<file path="src/rtl/decode16_pkg.sv">
// Opcodes, register maps, immediate tables and operation codes of the 16-bit decoder.
package decode16_pkg;

  //////////////////////////////////////////////////////////////////////////////
  // Field positions, major opcodes and minor opcodes.
  localparam int         OPC_LSB              = 10;
  localparam logic [5:0] MAJ_GROUP_A          = 6'h01;
  localparam logic [5:0] MAJ_GROUP_B          = 6'h09;
  localparam logic [5:0] MAJ_GROUP_C          = 6'h11;
  localparam logic [5:0] MAJ_GROUP_D          = 6'h13;
  localparam logic [5:0] MAJ_GROUP_E          = 6'h1b;
  localparam logic [5:0] MAJ_GROUP_F          = 6'h21;
  localparam logic [5:0] MAJ_COPY             = 6'h03;
  localparam logic [5:0] MAJ_AND_IMM          = 6'h2c;
  localparam logic [5:0] MAJ_LOAD_STACK       = 6'h12;
  localparam logic [5:0] MAJ_STORE_STACK      = 6'h32;
  localparam logic [5:0] MAJ_STORE_BYTE       = 6'h22;
  localparam logic [5:0] MAJ_STORE_HALF       = 6'h2a;
  localparam logic [5:0] MAJ_STORE_WORD       = 6'h3a;
  localparam logic [5:0] MAJ_BRANCH           = 6'h33;
  localparam logic [5:0] MAJ_BRANCH_EQZ       = 6'h23;
  localparam logic [5:0] MAJ_BRANCH_NEZ       = 6'h2b;
  localparam logic [4:0] MIN_JUMP_DELAYED     = 5'h0c;
  localparam logic [4:0] MIN_JUMP_COMPACT     = 5'h0d;
  localparam logic [4:0] MIN_JUMP_LINK        = 5'h0e;
  localparam logic [4:0] MIN_JUMP_LINK_SHORT  = 5'h0f;
  localparam logic [4:0] MIN_FROM_HIGH        = 5'h10;
  localparam logic [4:0] MIN_FROM_LOW         = 5'h12;
  localparam logic [4:0] MIN_JUMP_ADD_STACK   = 5'h18;
  localparam logic [5:0] MIN_BREAK            = 6'h28;
  localparam logic [5:0] MIN_DEBUG_BREAK      = 6'h2c;

  //////////////////////////////////////////////////////////////////////////////
  // Register numbers and three-bit specifier maps, code 0 in the low slot.
  localparam logic [4:0] REG_ZERO             = 5'h00;
  localparam logic [4:0] GLOBAL_POINTER       = 5'h1c;
  localparam logic [4:0] STACK_POINTER        = 5'h1d;
  localparam logic [4:0] RETURN_ADDRESS_REG   = 5'h1f;
  localparam logic [7:0][4:0] GEN_REG_MAP =
    {5'h07, 5'h06, 5'h05, 5'h04, 5'h03, 5'h02, 5'h11, 5'h10};
  localparam logic [7:0][4:0] STORE_SRC_MAP =
    {5'h07, 5'h06, 5'h05, 5'h04, 5'h03, 5'h02, 5'h11, 5'h00};
  localparam logic [7:0][4:0] PAIR_SRC_MAP =
    {5'h14, 5'h13, 5'h12, 5'h11, 5'h10, 5'h07, 5'h02, 5'h00};
  localparam logic [7:0][4:0] PAIR_DST_FIRST =
    {5'h04, 5'h04, 5'h04, 5'h04, 5'h04, 5'h06, 5'h05, 5'h05};
  localparam logic [7:0][4:0] PAIR_DST_SECOND =
    {5'h07, 5'h06, 5'h05, 5'h16, 5'h15, 5'h07, 5'h07, 5'h06};

  //////////////////////////////////////////////////////////////////////////////
  // Immediate tables and address steps.
  localparam logic [7:0][15:0] TWO_REG_IMM =
    {16'hffff, 16'h0018, 16'h0014, 16'h0010, 16'h000c, 16'h0008, 16'h0004, 16'h0001};
  localparam logic [15:0][15:0] AND_MASK =
    {16'hffff, 16'h8000, 16'h00ff, 16'h0080, 16'h0040, 16'h003f, 16'h0020, 16'h001f,
     16'h0010, 16'h000f, 16'h0008, 16'h0007, 16'h0004, 16'h0003, 16'h0002, 16'h0001};
  localparam logic [31:0] SHIFT_ZERO_AMOUNT   = 32'h0000_0008;
  localparam logic [31:0] ADJ_LOW_ADD         = 32'h0000_0100;
  localparam logic [31:0] ADJ_TOP_SUB         = 32'h0000_0300;
  localparam logic [31:0] ADJ_NEG_SUB         = 32'h0000_0200;
  localparam logic [31:0] HALF_STEP           = 32'h0000_0002;
  localparam logic [31:0] LINK_SLOT32         = 32'h0000_0006;
  localparam logic [31:0] LINK_SLOT16         = 32'h0000_0004;

  //////////////////////////////////////////////////////////////////////////////
  // Decoded operations.
  typedef enum logic [4:0] {
    long32, unknown16, copy_reg16, no_op16, add_unsigned16, sub_unsigned16, negate16,
    shift_left16, shift_right16, and_imm16, load_word_sp16, store_word_sp16,
    store_byte16, store_half16, store_word16, branch16, branch_eq_zero16,
    branch_ne_zero16, jump_reg_delayed, jump_reg_compact, jump_link_reg16,
    jump_link_reg_short16, jump_reg_add_sp16, move_from_high16, move_from_low16,
    item_a, debug_item_a, add_imm_two_reg16, add_imm_sp_to_reg16, adjust_sp16,
    add_imm_same_reg16, move_pair16
  } op_t;

  function automatic logic is_short_major(input logic [5:0] maj);
    case (maj)
      MAJ_GROUP_A, MAJ_GROUP_B, MAJ_GROUP_C, MAJ_GROUP_D, MAJ_GROUP_E, MAJ_GROUP_F,
      MAJ_COPY, MAJ_AND_IMM, MAJ_LOAD_STACK, MAJ_STORE_STACK, MAJ_STORE_BYTE,
      MAJ_STORE_HALF, MAJ_STORE_WORD, MAJ_BRANCH, MAJ_BRANCH_EQZ,
      MAJ_BRANCH_NEZ: is_short_major = 1'b1;
      default: is_short_major = 1'b0;
    endcase
  endfunction

endpackage

</file>
<file path="src/rtl/reg_spec_map.sv">
// Table lookup from a three-bit register specifier to a register number.
`timescale 1ns/100ps
module reg_spec_map #(
  parameter logic [7:0][4:0] MAP = '0
) (
  // Specifier in, register out.
  input  wire logic [2:0] code_i,
  output logic      [4:0] reg_o
);
  assign reg_o = MAP[code_i];
endmodule

</file>
<file path="src/rtl/compact16_decoder.sv">
// Decoder that splits fetch words into halfwords and expands 16-bit instructions.
`timescale 1ns/100ps
// Function
// - Register copy uses two full fields.
// - Stack load/store: stack base, offset times four.
// - Branch offset doubled, added to PC.
// - Copy zero to zero is no-op.
// - Negate is subtract from register zero.
// - General map: 0->16, 1->17, else same.
// - Store source map: 0->0, 1->17.
// - Implicit registers 29, 31.
// - Two-register add immediate table, general map.
// - AND immediate expands to sixteen masks.
// - Stack to register add, field times four.
// - Stack adjust decodes nine bits, times four.
// - Same register add, signed four bits.
// - Zero-compare branches, 7-bit offset doubled.
// - Compact register jump, no delay slot.
// - Breakpoints carry a four-bit code.
// - Pair move uses destination pair table.
// - Link address assumes 32 or 16-bit slot.
// - Five-bit fields reach all 32 registers.
// - Result moves copy high or low word.
// - Return and pop adds field times four.
// - Shift amount field decodes to 1..8.
// - Length comes from major opcode only.
// - First halfword chosen by endianness.
// - Add immediate codes 0..6, then -1.
module compact16_decoder
  import decode16_pkg::*;
(
  // Clock and reset.
  input  wire logic        core_clk_i,
  input  wire logic        resetn_i,
  // Fetch side.
  input  wire logic [31:0] word_i,
  input  wire logic [31:0] word_addr_i,
  input  wire logic        word_valid_i,
  input  wire logic        big_endian_i,
  output logic             word_ready_o,
  // Decoded operation.
  output logic             dec_valid_o,
  output op_t              op_o,
  output logic             long_o,
  output logic      [31:0] raw_o,
  output logic      [31:0] pc_o,
  output logic      [4:0]  rs_o,
  output logic      [4:0]  rt_o,
  output logic      [4:0]  rd_o,
  output logic      [4:0]  rd2_o,
  output logic      [31:0] imm_o,
  output logic      [31:0] target_o,
  output logic      [31:0] link_o
);

  //////////////////////////////////////////////////////////////////////////////
  // State.
  typedef enum logic [1:0] {ST_EMPTY, ST_FIRST, ST_SECOND} fetch_state_t;

  typedef struct packed {
    fetch_state_t st;
    logic [31:0]  word;
    logic [31:0]  waddr;
    logic [15:0]  held;
    logic [31:0]  held_pc;
    logic         pend;
    logic         ready;
    logic         valid;
    op_t          op;
    logic         long;
    logic [31:0]  raw;
    logic [31:0]  pc;
    logic [4:0]   rs;
    logic [4:0]   rt;
    logic [4:0]   rd;
    logic [4:0]   rd2;
    logic [31:0]  imm;
    logic [31:0]  target;
    logic [31:0]  link;
  } dec_state_t;

  dec_state_t  dec_reg;
  dec_state_t  dec_next;
  logic [15:0] hw;
  logic [31:0] cur_pc;
  logic [31:0] adj_val;
  op_t         d_op;
  logic [4:0]  d_rs;
  logic [4:0]  d_rt;
  logic [4:0]  d_rd;
  logic [4:0]  d_rd2;
  logic [31:0] d_imm;
  logic [31:0] d_link;
  logic [4:0]  g97;
  logic [4:0]  g64;
  logic [4:0]  g31;
  logic [4:0]  s97;
  logic [4:0]  s31;
  logic [4:0]  p64;
  logic [4:0]  p31;

  //////////////////////////////////////////////////////////////////////////////
  // Three-bit specifier maps.
  // General, store source and pair source register maps.
  reg_spec_map #(.MAP(GEN_REG_MAP))   u_g97 (.code_i(hw[9:7]), .reg_o(g97));
  reg_spec_map #(.MAP(GEN_REG_MAP))   u_g64 (.code_i(hw[6:4]), .reg_o(g64));
  reg_spec_map #(.MAP(GEN_REG_MAP))   u_g31 (.code_i(hw[3:1]), .reg_o(g31));
  reg_spec_map #(.MAP(STORE_SRC_MAP)) u_s97 (.code_i(hw[9:7]), .reg_o(s97));
  reg_spec_map #(.MAP(STORE_SRC_MAP)) u_s31 (.code_i(hw[3:1]), .reg_o(s31));
  reg_spec_map #(.MAP(PAIR_SRC_MAP))  u_p64 (.code_i(hw[6:4]), .reg_o(p64));
  reg_spec_map #(.MAP(PAIR_SRC_MAP))  u_p31 (.code_i(hw[3:1]), .reg_o(p31));

  //////////////////////////////////////////////////////////////////////////////
  // Halfword selection, decode and sequencing.
  always_comb begin
    dec_next       = dec_reg;
    dec_next.valid = 1'b0;
    if ((dec_reg.st == ST_FIRST) ^ big_endian_i) begin
      hw = dec_reg.word[15:0];
    end else begin
      hw = dec_reg.word[31:16];
    end
    cur_pc = (dec_reg.st == ST_SECOND) ? dec_reg.waddr + HALF_STEP : dec_reg.waddr;
    adj_val = {23'h000000, hw[9:1]};
    if (hw[9:2] == 8'h00) begin
      adj_val = adj_val + ADJ_LOW_ADD;
    end else if (hw[9:2] == 8'hff) begin
      adj_val = adj_val - ADJ_TOP_SUB;
    end else if (hw[9]) begin
      adj_val = adj_val - ADJ_NEG_SUB;
    end
    d_op   = unknown16;
    d_rs   = REG_ZERO;
    d_rt   = REG_ZERO;
    d_rd   = REG_ZERO;
    d_rd2  = REG_ZERO;
    d_imm  = 32'h0000_0000;
    d_link = 32'h0000_0000;
    case (hw[15:OPC_LSB])
      MAJ_COPY: begin
        d_rd = hw[9:5];
        d_rs = hw[4:0];
        d_op = (hw[9:0] == 10'h000) ? no_op16 : copy_reg16;
      end
      MAJ_GROUP_A: begin
        d_rd = g97;
        d_rt = g64;
        if (hw[0]) begin
          d_rs = s31;
          d_op = (s31 == REG_ZERO) ? negate16 : sub_unsigned16;
        end else begin
          d_rs = g31;
          d_op = add_unsigned16;
        end
      end
      MAJ_GROUP_B: begin
        d_rd = g97;
        d_rs = g64;
        d_imm = (hw[3:1] == 3'h0) ? SHIFT_ZERO_AMOUNT : {29'h00000000, hw[3:1]};
        d_op  = hw[0] ? shift_right16 : shift_left16;
      end
      MAJ_GROUP_C: begin
        if (hw[9:4] == MIN_BREAK) begin
          d_op  = item_a;
          d_imm = {28'h0000000, hw[3:0]};
        end else if (hw[9:4] == MIN_DEBUG_BREAK) begin
          d_op  = debug_item_a;
          d_imm = {28'h0000000, hw[3:0]};
        end else begin
          case (hw[9:5])
            MIN_JUMP_DELAYED: begin
              d_op = jump_reg_delayed;
              d_rs = hw[4:0];
            end
            MIN_JUMP_COMPACT: begin
              d_op = jump_reg_compact;
              d_rs = hw[4:0];
            end
            MIN_JUMP_LINK: begin
              d_op   = jump_link_reg16;
              d_rs   = hw[4:0];
              d_rd   = RETURN_ADDRESS_REG;
              d_link = cur_pc + LINK_SLOT32;
            end
            MIN_JUMP_LINK_SHORT: begin
              d_op   = jump_link_reg_short16;
              d_rs   = hw[4:0];
              d_rd   = RETURN_ADDRESS_REG;
              d_link = cur_pc + LINK_SLOT16;
            end
            MIN_FROM_HIGH: begin
              d_op = move_from_high16;
              d_rd = hw[4:0];
            end
            MIN_FROM_LOW: begin
              d_op = move_from_low16;
              d_rd = hw[4:0];
            end
            MIN_JUMP_ADD_STACK: begin
              d_op  = jump_reg_add_sp16;
              d_rs  = RETURN_ADDRESS_REG;
              d_rt  = STACK_POINTER;
              d_rd  = STACK_POINTER;
              d_imm = {25'h0000000, hw[4:0], 2'h0};
            end
            default: d_op = unknown16;
          endcase
        end
      end
      MAJ_GROUP_D: begin
        if (hw[0]) begin
          d_op  = adjust_sp16;
          d_rs  = STACK_POINTER;
          d_rd  = STACK_POINTER;
          d_imm = {adj_val[29:0], 2'h0};
        end else begin
          d_op  = add_imm_same_reg16;
          d_rs  = hw[9:5];
          d_rd  = hw[9:5];
          d_imm = {{28{hw[4]}}, hw[4:1]};
        end
      end
      MAJ_GROUP_E: begin
        d_rd = g97;
        if (hw[0]) begin
          d_op  = add_imm_sp_to_reg16;
          d_rs  = STACK_POINTER;
          d_imm = {24'h000000, hw[6:1], 2'h0};
        end else begin
          d_op  = add_imm_two_reg16;
          d_rs  = g64;
          d_imm = {{16{TWO_REG_IMM[hw[3:1]][15]}}, TWO_REG_IMM[hw[3:1]]};
        end
      end
      MAJ_GROUP_F: begin
        if (!hw[0]) begin
          d_op  = move_pair16;
          d_rd  = PAIR_DST_FIRST[hw[9:7]];
          d_rd2 = PAIR_DST_SECOND[hw[9:7]];
          d_rs  = p64;
          d_rt  = p31;
        end
      end
      MAJ_AND_IMM: begin
        d_op  = and_imm16;
        d_rd  = g97;
        d_rs  = g64;
        d_imm = {16'h0000, AND_MASK[hw[3:0]]};
      end
      MAJ_LOAD_STACK, MAJ_STORE_STACK: begin
        d_rs  = STACK_POINTER;
        d_imm = {25'h0000000, hw[4:0], 2'h0};
        if (hw[15:OPC_LSB] == MAJ_LOAD_STACK) begin
          d_op = load_word_sp16;
          d_rd = hw[9:5];
        end else begin
          d_op = store_word_sp16;
          d_rt = hw[9:5];
        end
      end
      MAJ_STORE_BYTE, MAJ_STORE_HALF, MAJ_STORE_WORD: begin
        d_rt = s97;
        d_rs = g64;
        if (hw[15:OPC_LSB] == MAJ_STORE_BYTE) begin
          d_op  = store_byte16;
          d_imm = {28'h0000000, hw[3:0]};
        end else if (hw[15:OPC_LSB] == MAJ_STORE_HALF) begin
          d_op  = store_half16;
          d_imm = {27'h0000000, hw[3:0], 1'b0};
        end else begin
          d_op  = store_word16;
          d_imm = {26'h0000000, hw[3:0], 2'h0};
        end
      end
      MAJ_BRANCH: begin
        d_op  = branch16;
        d_imm = {{21{hw[9]}}, hw[9:0], 1'b0};
      end
      MAJ_BRANCH_EQZ, MAJ_BRANCH_NEZ: begin
        d_op  = (hw[15:OPC_LSB] == MAJ_BRANCH_EQZ) ? branch_eq_zero16 : branch_ne_zero16;
        d_rs  = g97;
        d_imm = {{24{hw[6]}}, hw[6:0], 1'b0};
      end
      default: d_op = unknown16;
    endcase
    case (dec_reg.st)
      ST_EMPTY: begin
        dec_next.ready = 1'b1;
        if (word_valid_i && dec_reg.ready) begin
          dec_next.word  = word_i;
          dec_next.waddr = word_addr_i;
          dec_next.ready = 1'b0;
          dec_next.st    = ST_FIRST;
        end
      end
      ST_FIRST, ST_SECOND: begin
        dec_next.st = (dec_reg.st == ST_FIRST) ? ST_SECOND : ST_EMPTY;
        if (dec_reg.pend) begin
          dec_next.pend   = 1'b0;
          dec_next.valid  = 1'b1;
          dec_next.op     = long32;
          dec_next.long   = 1'b1;
          dec_next.raw    = {dec_reg.held, hw};
          dec_next.pc     = dec_reg.held_pc;
          dec_next.rs     = REG_ZERO;
          dec_next.rt     = REG_ZERO;
          dec_next.rd     = REG_ZERO;
          dec_next.rd2    = REG_ZERO;
          dec_next.imm    = 32'h0000_0000;
          dec_next.target = 32'h0000_0000;
          dec_next.link   = 32'h0000_0000;
        end else if (is_short_major(hw[15:OPC_LSB])) begin
          dec_next.valid  = 1'b1;
          dec_next.op     = d_op;
          dec_next.long   = 1'b0;
          dec_next.raw    = {16'h0000, hw};
          dec_next.pc     = cur_pc;
          dec_next.rs     = d_rs;
          dec_next.rt     = d_rt;
          dec_next.rd     = d_rd;
          dec_next.rd2    = d_rd2;
          dec_next.imm    = d_imm;
          dec_next.target = cur_pc + d_imm;
          dec_next.link   = d_link;
        end else begin
          dec_next.held    = hw;
          dec_next.held_pc = cur_pc;
          dec_next.pend    = 1'b1;
        end
      end
      default: dec_next.st = ST_EMPTY;
    endcase
  end

  always_ff @(posedge core_clk_i or negedge resetn_i) begin
    if (!resetn_i) begin
      dec_reg <= '0;
    end else begin
      dec_reg <= dec_next;
    end
  end

  assign word_ready_o = dec_reg.ready;
  assign dec_valid_o  = dec_reg.valid;
  assign op_o         = dec_reg.op;
  assign long_o       = dec_reg.long;
  assign raw_o        = dec_reg.raw;
  assign pc_o         = dec_reg.pc;
  assign rs_o         = dec_reg.rs;
  assign rt_o         = dec_reg.rt;
  assign rd_o         = dec_reg.rd;
  assign rd2_o        = dec_reg.rd2;
  assign imm_o        = dec_reg.imm;
  assign target_o     = dec_reg.target;
  assign link_o       = dec_reg.link;
endmodule

</file>
<file path="config.mk">
export PLATFORM = sky130hd
export DESIGN_NAME = compact16_decoder
export DESIGN_NICKNAME = d
export VERILOG_FILES = /design/src/rtl/decode16_pkg.sv /design/src/rtl/reg_spec_map.sv /design/src/rtl/compact16_decoder.sv
export SDC_FILE = /design/constraint.sdc
export NUM_CORES = 1
export LEC_CHECK = 0
export BUFFER_PORTS_ARGS = -buffer_cell sky130_fd_sc_hd__buf_4
export CAP_MARGIN = 20
export CORE_ASPECT_RATIO = 1.2
export CORE_MARGIN = 2
export CORE_UTILIZATION = 40
export CTS_CLUSTER_DIAMETER = 120
export DETAILED_ROUTE_END_ITERATION = 10
export PLACE_DENSITY_LB_ADDON = 0.3
export SLEW_MARGIN = 20
export SYNTH_ARGS = -nofsm -noshare
export SYNTH_HDL_FRONTEND = slang
export SYNTH_SLANG_ARGS = --single-unit
</file>
<file path="constraint.sdc">
create_clock -name core_clk_i -period 14.6 [get_ports core_clk_i]
set_input_delay 2.19 -clock core_clk_i [delete_from_list [all_inputs] [get_ports core_clk_i]]
set_output_delay 2.19 -clock core_clk_i [all_outputs]
set_load 0.05 [all_outputs]
</file>
## After elaboration in Yosys (flattened, before gate mapping)

Memory sizes are Yosys's and may differ from the RTL's.
Cells that the tools add are included.

- Register bits: 303
- Bits in latches: 0
- Bits in writable memories: 0
- Memory bits (read-only): 808
- Bits of input ports: 68
- Output and inout bits: 188
- Word-level logic and storage cells: 170
- Memories: 12

Memory list:

| memory | depth | bits a word | rd ports | clocked after Yosys merged registers in | write ports | RTL line | text |
|---|---|---|---|---|---|---|---|
| (name not given) | 16 | 16 | 1 | 0 | 0 | compact16_decoder.sv:248 | `d_imm = {16'h0000, AND_MASK[hw[3:0]]};` |
| (name not given) | 8 | 16 | 1 | 0 | 0 | compact16_decoder.sv:232 | `d_imm = {{16{TWO_REG_IMM[hw[3:1]][15]}}, TWO_REG_IMM[hw[3:1]]};` |
| (name not given) | 64 | 1 | 1 | 0 | 0 | decode16_pkg.sv:78 | `case (maj)` |
| (name not given) | 8 | 5 | 1 | 0 | 0 | reg_spec_map.sv:10 | `assign reg_o = MAP[code_i];` |
| (name not given) | 8 | 5 | 1 | 0 | 0 | reg_spec_map.sv:10 |  |
| (name not given) | 8 | 5 | 1 | 0 | 0 | reg_spec_map.sv:10 |  |
| +6 memories | n/a | n/a | n/a | n/a | n/a | n/a |  |

- Add/subtract/negate cells: 7
- Multipliers: 0
- Div/mod/pow operators: 0
- Magnitude comparators: 4
- Equality and inequality tests: 29
- Shift-type cells: 0
- Mux-type cells: 77
- Bitwise gates (word level): 3
- Reduce and logical (&&, ||, !) cells: 19

Operator list:

| kind | number |
|---|---|
| 187-bit two-way mux | 3 |
| 32-bit one-hot mux with 9 select lines | 1 |
| 32-bit two-way mux | 6 |
| 5-bit two-way mux | 29 |
| 30-bit two-way mux | 3 |
| 6-bit equality test, second input constant | 11 |
| 66-bit two-way mux | 1 |
| 32-bit by 3-bit adder with 32-bit output, second input constant | 2 |
| 32-bit one-hot mux with 2 select lines | 1 |
| 5-bit one-hot mux with 12 select lines | 1 |
| 16-bit two-way mux | 3 |
| 5-bit one-hot mux with 9 select lines | 1 |
| 5-bit one-hot mux with 7 select lines | 1 |
| 32-bit by 2-bit adder with 32-bit output, second input constant | 1 |
| 32-bit adder | 1 |
| 5-bit one-hot mux with 6 select lines | 1 |
| 5-bit one-hot mux with 5 select lines | 1 |
| 6-bit by 5-bit equality test with 1-bit output, second input constant | 4 |
| 9-bit by 10-bit subtractor with 11-bit output, second input constant | 2 |
| 7-bit two-way mux | 3 |
| 5-bit by 4-bit equality test with 1-bit output, second input constant | 4 |
| 5-bit equality test, second input constant | 3 |
| 5-bit one-hot mux with 3 select lines | 1 |
| 3-bit by 4-bit < comparator with 1-bit output, second input constant | 3 |
| other kinds (31) | 52 |

## Longest topological paths before layout

- Depth in word-level cells: 13
- Depth in mapped cells: 26
- Depth with buffers taken out: 23

## By module

A second synthesis with hierarchy kept.

- Cells, all modules: 2,036
- Area total of the unflattened synthesis: 18,134.9 µm²

By module, submodules not included:

| module | times used | cells each | area an instance (µm²) | sequential area each (µm²) |
|---|---|---|---|---|
| compact16_decoder | 1 | 1,986 | 17,782.1 | 7,131.8 |
| reg_spec_map at u_p31 ... | 2 | 10 | 73.8 | 0.0 |
| reg_spec_map at u_g31 ... | 3 | 6 | 37.5 | 0.0 |
| reg_spec_map at u_s31 ... | 2 | 6 | 46.3 | 0.0 |

## Worst setup path before layout

No wires, ideal clock.

- Path type: input port to flip-flop
- Start: in big_endian_i
- End: reg dec_reg, in the netlist target_o[30]
- Setup time: 0.133 ns
- Arrival time: 7.147 ns
- Required time: 14.467 ns
- Path slack: 7.320 ns
- Cell stages on the path: 23
- Buffers on the path: 5
- Cell sequence: xor2_4 -> buf_6 -> buf_4 -> buf_4 -> buf_2 -> mux2_2 -> clkbuf_1 -> nand3_1 -> or4_1 -> ha_1 -> nand3b_1 -> a21oi_1 -> nor3_2 -> inv_1 -> ha_1 -> a211o_1 -> a2111oi_0 -> nand3_1 -> a31oi_1 -> a211oi_1 -> nor3_1 -> xor2_1 -> o21ai_0

- Word-level cells in the longest chain between the ends: 11
- Elaborated cells between the ends (all ways): 51
- Those cells by class: 4 x add/sub; 17 x eq/ne; 19 x mux; 1 x bitwise; 7 x reduce/logical; 3 x memory

RTL lines:

| what | RTL line | text |
|---|---|---|
| start: declaration | compact16_decoder.sv:39 | `input wire logic big_endian_i,` |
| 1-bit XOR (*) | compact16_decoder.sv:118 | `if ((dec_reg.st == ST_FIRST) ^ big_endian_i) begin` |
| 16-bit two-way mux (*) | compact16_decoder.sv:118 |  |
| 9-bit by 10-bit subtractor with 11-bit output | compact16_decoder.sv:130 | `adj_val = adj_val - ADJ_NEG_SUB;` |
| 30-bit two-way mux | compact16_decoder.sv:129 | `end else if (hw[9]) begin` |
| 30-bit two-way mux | compact16_decoder.sv:127 | `end else if (hw[9:2] == 8'hff) begin` |
| 30-bit two-way mux (*) | compact16_decoder.sv:125 | `if (hw[9:2] == 8'h00) begin` |
| net adj_val[1] | compact16_decoder.sv:86 | `logic [31:0] adj_val;` |
| 32-bit two-way mux (*) | compact16_decoder.sv:211 | `if (hw[0]) begin` |
| 32-bit one-hot mux with 9 select lines (*) | compact16_decoder.sv:139 | `case (hw[15:OPC_LSB])` |
| 32-bit adder (*) | compact16_decoder.sv:323 | `dec_next.target = cur_pc + d_imm;` |
| 187-bit two-way mux (*) | compact16_decoder.sv:312 | `end else if (is_short_major(hw[15:OPC_LSB])) begin` |
| 187-bit two-way mux (*) | compact16_decoder.sv:298 | `if (dec_reg.pend) begin` |
| end signal: assignment | compact16_decoder.sv:339 | `dec_reg <= dec_next;` |
| end: declaration | compact16_decoder.sv:82 | `dec_state_t dec_reg;` |

Mark *: on every way through the listed nets, which the timed path passes. The rest lies on a longest branch. The select of a mux whose other input is x is not followed.
A chain may end at the register's enable or synchronous reset.

## Worst setup path in the final report

Ends and elaborated chain as after synthesis.

==> impl_metrics.tcl <==
set metrics [dict create \
    hp-class "register to register" \
    clock_path_buffers 3 \
    largest_reg_flops 115 \
    synth_top_flop_cell "dfrtp_1" \
    drt-wirelength-per-cell_um 22.1 \
    cts_tree "done" \
    rsz0062_at_grt "false" \
    reg2reg_depth 23 \
    drv_slew 0 \
    drive_above_1_share 0.226 \
    worstHoldEndpoint "raw_o[28]" \
    tns_ns 0 \
    synthArstFlopShare 1.00 \
    syn_nets 2022 \
    relSlewSlack 0.324 \
    fin_skew_ns 0.0120 \
    final_common_cell "buf_4" \
    grt_pass1_vias 14281 \
    cp-end-kind "register" \
    die_x_um 194 \
    violations "DRC" \
    synthTopCellsByArea "dfrtp_1, buf_4, nand2_1, mux2_2, o21ai_0" \
    dieArea_um2 45200 \
    htreeDepth 1 \
    overflow 0 \
    io_pins 256 \
    nets 2063 \
    finalCriticalPeriod_ns 7.83 \
    max_cap_viol_count 0 \
    reg2reg_from "dec_reg[302]" \
    cts_resized 0 \
    postSynthCellCount 1901 \
    io_buffer_count 254 \
    min_path_cells 2 \
    ys_seq_area_frac 0.410 \
    cts_root_buffer "clkbuf_16" \
    finalSetupViolCount 0 \
    crit_type "primary input to register" \
    synth_edf_count 0 \
    core_area_um2 42900 \
    clock-sinks 285 \
    antenna_left 0 \
    clk_pin_slew_ns 0.06 \
    final_cell_mix "buf_4, dfrtp_1, nand2_1, o21ai_0" \
    gp_congestion 0.918 \
    area_growth_pct 12.8 \
    yosys.area.top_type "dfrtp_1" \
    synthesis.area_um2 17400 \
    dr.pass1.iters 11 \
    hold_start "raw_o[28]" \
    critPathMostFrequentCell "ha_1" \
    drc 17 \
    cp.required_ns 15.06 \
    r2r_slack_ns 7.67 \
    grt_max_degree 164 \
    ys_types 81 \
    avgViaCountPerCell 5.63 \
    arrival_ns 8.30 \
    n_antenna_cell 0 \
    final-hold-violation-count 0 \
    tightestPinTransition_ns 1.01 \
    initial_core_util 0.405 \
    ys_warn_count 0 \
    cts_inserted_buffers 31 \
    rows 83 \
    clkLatencyLatePin_ns 0.61 \
    worstPathCellList "buf_4 -> xor2_4 -> buf_4 -> mux2i_2 -> clkinv_1 -> ha_1 -> nand2_1 -> or4_1 -> ha_1 -> nand3b_1 -> a21oi_1 -> nor3_2 -> inv_1 -> ha_1 -> a211o_1 -> a2111oi_0 -> nand3_1 -> a31oi_1 -> a211oi_1 -> nor3_1 -> xor2_1 -> o21ai_0" \
    grt_pass1_wl_mm 86.1 \
    crit_path_max_fanout 46 \
    routed-via-count 14170 \
    synth_top_area_share 0.410 \
    ys_ff_latch 285 \
    slowest_delay_ns 0.62 \
    dp_hpwl_mm 41.1 \
    routed_wirelength_mm 55.8 \
    r2r-end "target_o[30]" \
    die_y_um 232 \
    antenna_found_initial 0 \
    status "finished, violations left" \
    clock.fmax_mhz 128 \
    post-cts-setup-buffer-count 0 \
    start_kind "primary input" \
    holdBufCountCts 0 \
    critPathSlowestCell "mux2i_2" \
    grtUsageTotal 0.246 \
    drt_iter0_drc 902 \
    synth.avg_cell_area_um2 9.15 \
    fin_crit_sh 0.537 \
]
==> layout make-up <==
| class | instances | area [µm²] |
|---|---|---|
| Inverter | 50 | 188 |
| Multi-Input combinational cell | 1286 | 8310 |
| Clock inverter | 11 | 151 |
| Timing Repair Buffer | 288 | 2180 |
| Sequential cell | 285 | 7130 |
| Tap cell | 552 | 691 |
| Fill cell | 4127 | 23300 |
| Clock buffer | 47 | 956 |
==> cell usage after synthesis, types with 23 or more instances <==
| cell | n |
|---|---|
| nor2_1 | 90 |
| xor2_1 | 33 |
| ha_1 | 52 |
| o31ai_1 | 38 |
| nand2_1 | 259 |
| clkbuf_1 | 77 |
| buf_4 | 187 |
| dfrtp_1 | 285 |
| nand3_1 | 65 |
| a21oi_1 | 89 |
| xnor2_1 | 49 |
| o21ai_0 | 156 |
| nor3_1 | 32 |
| inv_1 | 47 |
| a22o_1 | 62 |
| mux2_2 | 78 |
| and3_1 | 23 |
==> worst max path at each step <==
stage	from	endpoint	slack, ns	cells past startpoint
6_report	big_endian_i	target_o[30]	6.77	22
5_1_grt	big_endian_i	target_o[30]	6.16	23
4_1_cts	big_endian_i	target_o[30]	6.85	22
3_5_place_dp	big_endian_i	target_o[30]	6.28	22
3_3_place_gp	big_endian_i	target_o[30]	6.53	22
2_1_floorplan	big_endian_i	target_o[30]	7.32	23
==> logic make-up (layout without fill, tap and decap cells) <==
logic type | Yosys count | in the layout | synth area share
xor gates and xnor gates | 83 | 83 | 0.0429
DFF | 285 | 285 | 0.410
AOI/OAI and AO/OA | 473 | 473 | 0.173
muxes | 102 | 102 | 0.0648
other | 1 | 1 | 0.000216
buffers and inverters | 330 | 396 | 0.114
adders and majority gates | 53 | 53 | 0.0386
and+or+nand+nor | 574 | 574 | 0.156
==> layer usage <==
metal | part of all wire | track usage
met3 | 0.054 | 0.0312
met5 | 0 | 0
met4 | 0.043 | 0.107
met1 | 0.40 | 0.298
met2 | 0.51 | 0.439
==> worst max-delay path, delay by kind of cell <==
| family | cells | cell delay, ns |
|---|---|---|
| mux | 1 | 0.62 |
| xor+xnor | 2 | 0.30 |
| compound gates | 6 | 1.54 |
| buf+inv | 4 | 1.52 |
| fa+ha+maj | 3 | 0.93 |
| simple gates | 6 | 1.16 |
==> per-stage QoR <==
step / worst slack [ns] / utilization / instances / instance area [µm²] / hold WS, ns
2_1_floorplan: 7.32 / - / 1901 / 17400 / 0.440
3_3_place_gp: 6.53 / 0.431 / 2461 / 18500 / 0.458
3_5_place_dp: 6.28 / 0.431 / 2461 / 18500 / 0.458
4_1_cts: 6.85 / 0.457 / 2519 / 19600 / 0.472
5_1_grt: 6.16 / 0.457 / 2519 / 19600 / 0.504
6_report: 6.77 / 0.457 / 2519 / 19600 / 0.468
Power is left out: the tool's default activity adds up to more than one toggle a clock period on the data nets, which glitch-free logic cannot reach.
